## src/design/dbgmg_pkg.sv

```systemverilog
// package: modes, command classes and status codes of the debug command gate
package dbgmg_pkg;
    // operating modes, one-hot
    typedef enum logic [2:0] {
        DBGMG_RUN  = 3'h1,
        DBGMG_HALT = 3'h2,
        DBGMG_WAIT = 3'h4
    } dbgmg_mode_e;

    // debug command classes seen by the gate
    localparam logic [2:0] CMD_MEM = 3'h0;
    localparam logic [2:0] CMD_MEM_STAT = 3'h1;
    localparam logic [2:0] CMD_CTRL_REG = 3'h2;
    localparam logic [2:0] CMD_ENTER_HALT = 3'h3;
    localparam logic [2:0] CMD_CPU_REG = 3'h4;
    localparam logic [2:0] CMD_STEP = 3'h5;
    localparam logic [2:0] CMD_RESUME = 3'h6;
    localparam logic [2:0] CMD_NONE = 3'h7;

    // status returned with memory-access-with-status commands
    localparam logic [1:0] STAT_OK = 2'h0;
    localparam logic [1:0] STAT_STOP_WAIT = 2'h1;
    localparam logic [1:0] STAT_DISCARD = 2'h2;

    localparam logic [7:0] CCR_RESET = 8'hFF;
    localparam int CCR_IMASK_BIT = 3;
endpackage

```

## src/design/dbgmg_if.sv

```systemverilog
// interface: classified command from decoder to gate
`timescale 1ns/1ps
interface dbgmg_if;
    import dbgmg_pkg::*;
    logic valid;
    logic [2:0] cls;
    modport src (output valid, output cls);
    modport dst (input valid, input cls);
endinterface

```

## src/design/dbgmg_decode.sv

```systemverilog
// module: turns a raw command strobe into a classified command
`timescale 1ns/1ps
module dbgmg_decode (
    input wire logic mclk,
    input wire logic rstn,
    input wire logic cmd_valid,
    input wire logic [2:0] cmd_class,
    dbgmg_if.src cmd
);
    import dbgmg_pkg::*;
    logic valid;
    logic [2:0] cls;
    logic next_valid;
    logic [2:0] next_cls;

    always_comb begin
        next_valid = cmd_valid && (cmd_class != CMD_NONE);
        next_cls = cmd_valid ? cmd_class : CMD_NONE;
    end

    always_ff @(posedge mclk) begin
        if (!rstn) begin
            valid <= 1'b0;
            cls <= CMD_NONE;
        end else begin
            valid <= next_valid;
            cls <= next_cls;
        end
    end

    assign cmd.valid = valid;
    assign cmd.cls = cls;
endmodule

```

## src/design/dbgmg_gate.sv

```systemverilog
// module: debug command gating per operating mode and wait-state control
`timescale 1ns/1ps
module dbgmg_gate (
    input wire logic mclk,
    input wire logic rstn,
    input wire logic cmd_valid,
    input wire logic [2:0] cmd_class,
    input wire logic wait_exec,
    input wire logic irq_req,
    input wire logic [7:0] ccr_in,
    input wire logic ccr_load,
    output logic core_clk_en,
    output logic [7:0] condition_code_register,
    output logic stack_start,
    output logic mem_go,
    output logic ctrl_reg_go,
    output logic cpu_reg_go,
    output logic step_go,
    output logic status_valid,
    output logic [1:0] status_code,
    output logic cmd_drop,
    output logic [2:0] mode
);
    import dbgmg_pkg::*;

    dbgmg_if cmd_bus();

    dbgmg_decode u_decode (
        .mclk(mclk),
        .rstn(rstn),
        .cmd_valid(cmd_valid),
        .cmd_class(cmd_class),
        .cmd(cmd_bus)
    );

    dbgmg_mode_e state;
    dbgmg_mode_e next_state;
    logic [7:0] next_ccr;
    logic next_clk_en;
    logic next_stack;
    logic next_mem;
    logic next_ctrl;
    logic next_cpu;
    logic next_step;
    logic next_stat_v;
    logic [1:0] next_stat;
    logic next_drop;
    logic is_nonintr;
    logic is_haltonly;

    // ----------------------------------------
    // command classification
    // ----------------------------------------
    always_comb begin
        is_nonintr = (cmd_bus.cls == CMD_MEM) || (cmd_bus.cls == CMD_MEM_STAT)
                     || (cmd_bus.cls == CMD_CTRL_REG) || (cmd_bus.cls == CMD_ENTER_HALT);
        is_haltonly = (cmd_bus.cls == CMD_CPU_REG) || (cmd_bus.cls == CMD_STEP)
                      || (cmd_bus.cls == CMD_RESUME);
    end

    // ----------------------------------------
    // mode control and command gating
    // ----------------------------------------
    always_comb begin
        next_state = state;
        next_ccr = condition_code_register;
        next_clk_en = core_clk_en;
        next_stack = 1'b0;
        next_mem = 1'b0;
        next_ctrl = 1'b0;
        next_cpu = 1'b0;
        next_step = 1'b0;
        next_stat_v = 1'b0;
        next_stat = STAT_OK;
        next_drop = 1'b0;
        if (ccr_load && state != DBGMG_WAIT) begin
            next_ccr = ccr_in;
        end
        case (state)
            DBGMG_RUN, DBGMG_HALT: begin
                if (cmd_bus.valid && is_nonintr) begin
                    next_mem = (cmd_bus.cls == CMD_MEM) || (cmd_bus.cls == CMD_MEM_STAT);
                    next_ctrl = (cmd_bus.cls == CMD_CTRL_REG);
                    next_stat_v = (cmd_bus.cls == CMD_MEM_STAT);
                    if (cmd_bus.cls == CMD_ENTER_HALT) begin
                        next_state = DBGMG_HALT;
                    end
                end else if (cmd_bus.valid && is_haltonly && state == DBGMG_HALT) begin
                    next_cpu = (cmd_bus.cls == CMD_CPU_REG);
                    next_step = (cmd_bus.cls == CMD_STEP);
                    if (cmd_bus.cls == CMD_RESUME) begin
                        next_state = DBGMG_RUN;
                    end
                end else if (cmd_bus.valid) begin
                    next_drop = 1'b1;
                end else if (wait_exec && state == DBGMG_RUN) begin
                    next_state = DBGMG_WAIT;
                    next_clk_en = 1'b0;
                    next_ccr[CCR_IMASK_BIT] = 1'b0;
                end
            end
            DBGMG_WAIT: begin
                if (cmd_bus.valid && cmd_bus.cls == CMD_ENTER_HALT) begin
                    next_state = DBGMG_HALT;
                    next_clk_en = 1'b1;
                end else if (cmd_bus.valid && cmd_bus.cls == CMD_MEM_STAT) begin
                    next_stat_v = 1'b1;
                    next_stat = STAT_STOP_WAIT;
                end else if (cmd_bus.valid) begin
                    next_drop = 1'b1;
                end else if (irq_req) begin
                    next_state = DBGMG_RUN;
                    next_clk_en = 1'b1;
                    next_stack = 1'b1;
                end
            end
            default: begin
                next_state = DBGMG_RUN;
                next_clk_en = 1'b1;
            end
        endcase
    end

    always_ff @(posedge mclk) begin
        if (!rstn) begin
            state <= DBGMG_RUN;
            condition_code_register <= CCR_RESET;
            core_clk_en <= 1'b1;
            stack_start <= 1'b0;
            mem_go <= 1'b0;
            ctrl_reg_go <= 1'b0;
            cpu_reg_go <= 1'b0;
            step_go <= 1'b0;
            status_valid <= 1'b0;
            status_code <= STAT_OK;
            cmd_drop <= 1'b0;
        end else begin
            state <= next_state;
            condition_code_register <= next_ccr;
            core_clk_en <= next_clk_en;
            stack_start <= next_stack;
            mem_go <= next_mem;
            ctrl_reg_go <= next_ctrl;
            cpu_reg_go <= next_cpu;
            step_go <= next_step;
            status_valid <= next_stat_v;
            status_code <= next_stat;
            cmd_drop <= next_drop;
        end
    end

    assign mode = state;

    // ----------------------------------------
    // checks
    // ----------------------------------------
    // halt-only never outside halt
    a_haltonly_in_halt: assert property (@(posedge mclk) disable iff (!rstn)
        (cpu_reg_go || step_go) |-> $past(state) == DBGMG_HALT) else $error("halt-only command outside halt");
    a_wait_no_mem: assert property (@(posedge mclk) disable iff (!rstn)
        mem_go |-> $past(state) != DBGMG_WAIT) else $error("memory access during wait");
    a_wait_status_err: assert property (@(posedge mclk) disable iff (!rstn)
        (state == DBGMG_WAIT && cmd_bus.valid && cmd_bus.cls == CMD_MEM_STAT)
        |=> status_valid && status_code == STAT_STOP_WAIT) else $error("no error status in wait");
    a_wait_clk_off: assert property (@(posedge mclk) disable iff (!rstn)
        state == DBGMG_WAIT |-> !core_clk_en) else $error("core clock running in wait");
    a_wait_mask_clr: assert property (@(posedge mclk) disable iff (!rstn)
        ($past(state) == DBGMG_RUN && state == DBGMG_WAIT) |-> !condition_code_register[CCR_IMASK_BIT])
        else $error("mask not cleared at wait entry");
    a_irq_wake: assert property (@(posedge mclk) disable iff (!rstn)
        (state == DBGMG_WAIT && !cmd_bus.valid && irq_req) |=> state == DBGMG_RUN && stack_start && core_clk_en)
        else $error("interrupt did not wake");
    a_wait_to_halt: assert property (@(posedge mclk) disable iff (!rstn)
        (state == DBGMG_WAIT && cmd_bus.valid && cmd_bus.cls == CMD_ENTER_HALT) |=> state == DBGMG_HALT && core_clk_en)
        else $error("enter-halt did not wake");
    a_resume_run: assert property (@(posedge mclk) disable iff (!rstn)
        (state == DBGMG_HALT && cmd_bus.valid && cmd_bus.cls == CMD_RESUME) |=> state == DBGMG_RUN)
        else $error("resume did not return to run");
    a_run_mem: assert property (@(posedge mclk) disable iff (!rstn)
        (state == DBGMG_RUN && cmd_bus.valid && cmd_bus.cls == CMD_MEM) |=> mem_go && !cmd_drop)
        else $error("run memory access not served");
    a_halt_mem: assert property (@(posedge mclk) disable iff (!rstn)
        (state == DBGMG_HALT && cmd_bus.valid && cmd_bus.cls == CMD_MEM) |=> mem_go && !cmd_drop)
        else $error("halt memory access not served");
    a_halt_step: assert property (@(posedge mclk) disable iff (!rstn)
        (state == DBGMG_HALT && cmd_bus.valid && cmd_bus.cls == CMD_STEP) |=> step_go && state == DBGMG_HALT)
        else $error("step not served in halt");
    a_halt_cpu_reg: assert property (@(posedge mclk) disable iff (!rstn)
        (state == DBGMG_HALT && cmd_bus.valid && cmd_bus.cls == CMD_CPU_REG) |=> cpu_reg_go)
        else $error("cpu register access not served in halt");
    a_run_drop_haltonly: assert property (@(posedge mclk) disable iff (!rstn)
        (state == DBGMG_RUN && cmd_bus.valid && is_haltonly) |=> cmd_drop && state == DBGMG_RUN)
        else $error("halt-only command not dropped in run");
    a_run_enter_halt: assert property (@(posedge mclk) disable iff (!rstn)
        (state == DBGMG_RUN && cmd_bus.valid && cmd_bus.cls == CMD_ENTER_HALT) |=> state == DBGMG_HALT)
        else $error("enter-halt not taken in run");
    // wait runs nothing but status and enter-halt
    a_wait_only_two: assert property (@(posedge mclk) disable iff (!rstn)
        state == DBGMG_WAIT |=> !ctrl_reg_go && !cpu_reg_go && !step_go)
        else $error("forbidden command ran in wait");
    a_wait_entry: assert property (@(posedge mclk) disable iff (!rstn)
        (state == DBGMG_RUN && !cmd_bus.valid && wait_exec) |=> state == DBGMG_WAIT)
        else $error("wait instruction ignored in run");
    a_drop_no_effect: assert property (@(posedge mclk) disable iff (!rstn)
        cmd_drop |-> state == $past(state) && !mem_go && !step_go && !cpu_reg_go)
        else $error("dropped command had effect");
endmodule

```

## config.mk

```make
export PLATFORM = sky130hd
export DESIGN_NAME = dbgmg_gate
export DESIGN_NICKNAME = d
export VERILOG_FILES = /design/src/design/dbgmg_pkg.sv /design/src/design/dbgmg_if.sv /design/src/design/dbgmg_decode.sv /design/src/design/dbgmg_gate.sv
export SDC_FILE = /design/constraint.sdc
export NUM_CORES = 1
export LEC_CHECK = 0
export BUFFER_PORTS_ARGS = -buffer_cell sky130_fd_sc_hd__buf_2
export CORE_UTILIZATION = 39
export CTS_CLUSTER_DIAMETER = 30
export DETAILED_ROUTE_END_ITERATION = 12
export HOLD_SLACK_MARGIN = 0.15
export PLACE_DENSITY = 0.66
export SLEW_MARGIN = 20
export SYNTH_ARGS = -nofsm -noshare
export SYNTH_HDL_FRONTEND = slang
export SYNTH_SLANG_ARGS = --single-unit
```

## constraint.sdc

```tcl
create_clock -name mclk -period 4.63 [get_ports mclk]
set_clock_uncertainty 0.1 [all_clocks]
set_input_delay 0.2315 -clock mclk [delete_from_list [all_inputs] [get_ports mclk]]
set_output_delay 0.2315 -clock mclk [all_outputs]
set_load 0.005 [all_outputs]
```

==> metrics.csv, run 1 <==
metric;value;unit
status;complete, but fails checks;
violations;design-rule violations;
dp_hpwl;1.67;mm
vias_per_cell;5.10;
drv_slew;0;
yosysMostFrequentCell;dfxtp_1;
synth_cells;120;
syn_area_per_cell;8.45;µm²
drt-total-wl;2.55;mm
synth_common_cells;dfxtp_1 (24), nand2_1 (22), nand3_1 (10);
cts_tree;yes;
arrival;2300;ps
clock.fmax;460;MHz
fin_hold_ws;196;ps
drv_cap;0;
setup_tns;0;ps
fin_nets;191;
seqCellArea;480;µm²
start_kind;register;
postCtsResizedCells;0;
grt_pass1_wl;3.91;mm
synthDistinctLibCells;34;
multi_input_area;479;µm²
h-tree-depth;1;
path_max_fanout;9;
gp_congestion;0.877;
ys_seq_area_share;47.4;%
fp.dieW;53.0;µm
layout.filler_cells;222;
power-per-cell-area;375;mW/mm²
detail_route.wl_per_cell;12.6;µm
numCtsBuffers;3;
power.leakage;0.635;nW
period_share;47.0;%
pwr-share-clk;28.1;%
io_buffers;36;
yosys_warnings;0;
layout_setup_ws;2450;ps
synth_top_area_share;47.4;%
p_int;0.000381;W
ys_ff_latch;24;
max_flop_register;condition_code_register;
synth.area.top_cells;dfxtp_1 (47%), nand2_1 (8.1%), nand3_1 (4.9%);
clockBufferDepth;2;
setup_viol;0;
antenna_found_initial;0;
netSwitchingFraction;29.6;%
min_period;2180;ps
clk_pin_slew;130;ps
vias;1035;
areaGrowthSynthToFinish;42.6;%
place_ws;2670;ps
overflow;0;
hold_path.class;input pin to register;
drive_gt1_share;28.3;%
hold_viol;0;
pin_count;38;
grt_pass1_vias;858;
totalPowerFinal;0.000541;W
yosysTopAreaCell;dfxtp_1;
die_y;53.0;µm
clock_latency;320;ps
clock-sinks;24;
die-area;0.00281;mm²
drt_pass1_iterations;8;
dr.first_iter.drc_count;18;
synth_edf_count;0;
grt_usage;20.0;%
ir_drop;0.262;mV
drtAntennaViolNets;0;
pwr-share-comb;24.7;%
initial_core_util;41.3;%
cts_root_buf;clkbuf_4;
synth_fp_nets;137;
synth_top_flop_cell;dfxtp_1;
setup.worst_path.end_class;register;
criticalPathCategory;register to register;
rsz0062_at_grt;false;
diodes;0;
slew_headroom;66.7;%
p_sw;0.000160;W
worst_ep_required_time;4760;ps
drc;1;
rows;18;
core;0.00245;mm²
synth_area;0.00101;mm²
worstMarginPinSlew;487;ps
grt_start_max_net_pins;19;
largest_reg_flops;8;
synthArstFlopShare;0;%
seqPwrFrac;47.2;%
## worst paths after layout
path | slack [ps] | to | cells after the start | start
worst max-delay path | 2450 | condition_code_register[4]$_SDFFE_PN1N_ | 5 | mode[2]$_SDFFE_PN0P_
worst min-delay path | 200 | u_decode.cmd.valid$_SDFF_PN0_ | 4 | cmd_valid
worst max register to register | 2450 | condition_code_register[4]$_SDFFE_PN1N_ | 5 | mode[2]$_SDFFE_PN0P_
worst min register to register | 390 | condition_code_register[5]$_SDFFE_PN1N_ | 2 | condition_code_register[5]$_SDFFE_PN1N_
## cells by family after synthesis
group           count (synthesis)  share of synthesized area, %
simple gates                   61                          30.7
flops                          24                          47.4
compound gates                 20                          13.3
buf+inv                        11                          5.31
mux                             2                          1.98
xor+xnor                        1                         0.864
other cells                     1                         0.370
## worst max-delay path: stages (launching register included)
cell	delay (ps)
dfxtp_1	520
or3b_4	450
and2_1	250
nand2_1	100
nand3_1	80
dlygate4sd3_1	580
## per-layer routing
| metal | GRT usage (%) | vias up | part of all wire, % |
|---|---|---|---|
| met5 | 0 | - | 0 |
| li1 | - | 512 | - |
| met1 | 26.0 | 487 | 44 |
| met2 | 29.7 | 27 | 47 |
| met3 | 3.74 | 9 | 4.4 |
| met4 | 12.7 | 0 | 4.2 |
## timing repair
action	4_1_cts	5_1_grt
setup buffers	0	0
hold endpoints to repair	12	1
hold buffers	19	1
## area by class of cell
type                            count  share of cell area [%]
Sequential cell                    24                    33.2
Multi-Input combinational cell     85                    33.2
Timing Repair Buffer               56                    26.3
Tap cell                           30                    2.60
Clock inverter                      1                    2.08
Clock buffer                        3                    1.56
Inverter                            4                    1.04
## placed cells by master (no fill, tap or decap)
cell type	n
a2111oi_0	1
a211oi_1	1
a21boi_0	1
a21oi_1	7
a221o_1	1
a311o_1	1
a311oi_2	1
and2_1	1
and2b_4	1
and3_1	1
buf_2	36
bufinv_16	1
clkbuf_4	3
conb_1	1
dfxtp_1	24
dlygate4sd3_1	20
inv_1	4
mux2i_1	2
nand2_1	22
nand2b_1	4
nand3_1	10
nor2_1	6
nor2b_1	1
nor3_1	5
nor4_1	1
nor4b_2	1
o211ai_1	1
o21ai_0	4
o21ai_1	1
o221ai_1	1
or2_2	5
or3_1	1
or3b_4	1
or4_1	1
xnor2_1	1
## per-stage QoR
step                      instances  cell area, µm²  util [%]
after global routing            203            1450      58.9
after CTS                       202            1440      58.5
after floorplan                 120            1010         -
after detailed placement        179            1190      48.6
after global placement          179            1190      48.6
final                           203            1450      58.9
## power groups by stage
stage	registers [W]	logic, W	clock network [W]
3_3_place_gp	0.000257	0.000116	0
3_5_place_dp	0.000259	0.000117	0
5_1_grt	0.000260	0.000150	0.000163
6_report	0.000255	0.000134	0.000152
4_1_cts	0.000255	0.000131	0.000153
2_1_floorplan	0.000247	0.0000932	0
No activity file was read; power rests on OpenSTA's default activity.
==> run 2, diff against run 1 <==
- clock period: 4.63 -> 2.1 ns (I/O delays scaled with it)
==> run 2 against run 1 <==
The run still ends with design-rule violations left. Wire length fell by 0.63%. Combinational power rose by 140%. Register-to-register slack got worse by 2400 ps. Clock-buffer cell count did not move. First-iteration DRC count rose by 130%. Design area fell by 2.3%. Via count fell by 2.3%. Largest cell class unchanged. Global-route usage fell by 0.37 points. Largest power group unchanged. Sequential share of layout area rose by 1.1 points. Cell count fell by 0.49%. Non-clock buffer count did not move. Fmax rose by 7.7%. Highest routed layer unchanged.
==> metrics.csv, run 2 (same netlist as run 1, synthesis figures left out) <==
metric;value;unit
status;complete, but fails checks;
violations;design-rule violations;
areaGrowthSynthToFinish;39.4;%
drc;1;
fin_nets;191;
grt_pass1_wl;3.97;mm
worst_ep_required_time;2210;ps
clock-sinks;24;
hold_start;ccr_load;
overflow;0;
start_kind;register;
timing.rr.start;mode[2]$_SDFFE_PN0P_;
hold_depth;4;
post-cts-setup-buffer-count;0;
setup_tns;0;ps
drv_cap;0;
ir_drop;0.504;mV
rsz0062_at_grt;false;
worst-r2r-cell-count;5;
clock_latency;310;ps
power-per-cell-area;767;mW/mm²
numCtsBuffers;3;
min_period;2020;ps
setup_viol;0;
diodes;0;
drive_gt1_share;30.8;%
critical-path-slowest-cell;dlygate4sd3_1;
top_usage_layer;met2;
die-area;0.00281;mm²
period_share;96.2;%
stdcell_area;0.00141;mm²
clockBufferDepth;2;
pin_count;38;
initial_core_util;41.3;%
grt_start_max_net_pins;19;
antenna_found_initial;0;
drv_slew;0;
setup.worst_path.end_class;register;
vias;1011;
dr.first_iter.drc_count;41;
criticalPathCategory;register to register;
cts_root_buf;clkbuf_4;
largest_reg_flops;8;
use_met1;23.9;%
clock.fmax;495;MHz
vias_per_cell;5.00;
critical-path-max-stage-delay;570;ps
power.leakage;0.629;nW
hold_viol;0;
max_flop_register;condition_code_register;
grt_pass1_vias;907;
layout_commonest_cell;buf_2;
grt_usage;19.6;%
drt_pass1_iterations;8;
fp.dieW;53.0;µm
use_met2;33.5;%
h-tree-depth;1;
hold_path.class;input pin to register;
dp_hpwl;1.71;mm
die_y;53.0;µm
met3_usage;2.59;%
rows;18;
path_max_fanout;9;
worstPathCellList;or3b_4, and2_1, nand2_1, nand3_1, dlygate4sd3_1;
clk_pin_slew;130;ps
core;0.00245;mm²
final_cell_mix;buf_2 (36), nand2_1 (22), dfxtp_1 (22), dlygate4sd3_1 (17), nand3_1 (10);
crit_start;mode[2]$_SDFFE_PN0P_;
drtAntennaViolNets;0;
arrival;2130;ps
gp_congestion;0.921;
detail_route.wl_per_cell;12.6;µm
io_buffers;36;
place_area;0.00121;mm²
cts_tree;yes;
drt-total-wl;2.54;mm
==> run 2: worst paths after layout <==
| kind | endpoint | slack (ps) |
|---|---|---|
| worst max register to register | condition_code_register[6]$_SDFFE_PN1N_ | 80 |
| worst max-delay path | condition_code_register[6]$_SDFFE_PN1N_ | 80 |
| worst min register to register | condition_code_register[7]$_SDFFE_PN1N_ | 380 |
| worst min-delay path | condition_code_register[7]$_SDFFE_PN1N_ | 170 |
==> run 2: area by class of cell <==
type	instances	area [µm²]
fill	240	1040
multi-input combinational	85	479
tap	30	37.5
inverter	4	15.0
clock buffer	3	22.5
sequential	24	485
timing repair buffer	56	373
==> run 2: what timing repair did <==
action                     4_1_cts  5_1_grt
hold endpoints to repair        21        0
hold buffers                    17        0
resized for setup                0        3
setup endpoints to repair        0        3
==> run 2: layer usage <==
layer  wire length, µm  up-vias
met5                 0        -
met4                45        0
met3               105        4
li1                  -      516
met1              1110      464
met2              1270       27
==> run 2: per-stage QoR <==
stage | setup WS [ps] | total power, W | util (%) | hold slack, ps | std cells
after floorplan | 381 | 0.000750 | - | 124 | 120
after detailed placement | 105 | 0.000857 | 49.5 | 211 | 182
after CTS | 11.7 | 0.00107 | 57.3 | 155 | 202
after global placement | 203 | 0.000849 | 49.5 | 206 | 182
final | 79.9 | 0.00108 | 57.5 | 171 | 202
after global routing | 5.65 | 0.00114 | 57.5 | 175 | 202
==> run 2: where the power goes <==
part	internal (W)	leakage (nW)	switching, W	total, W
combinational	0.000163	0.418	0.000155	0.000318
clock	0.0000670	0.0138	0.000129	0.000196
sequential	0.000506	0.198	0.0000631	0.000569
total	0.000736	0.629	0.000347	0.00108
==> run 2: worst max-delay path: cells and delay by family (launching register included) <==
family	cells	cell delay (ps)
buf+inv	1	570
flops	1	430
simple gates	4	830
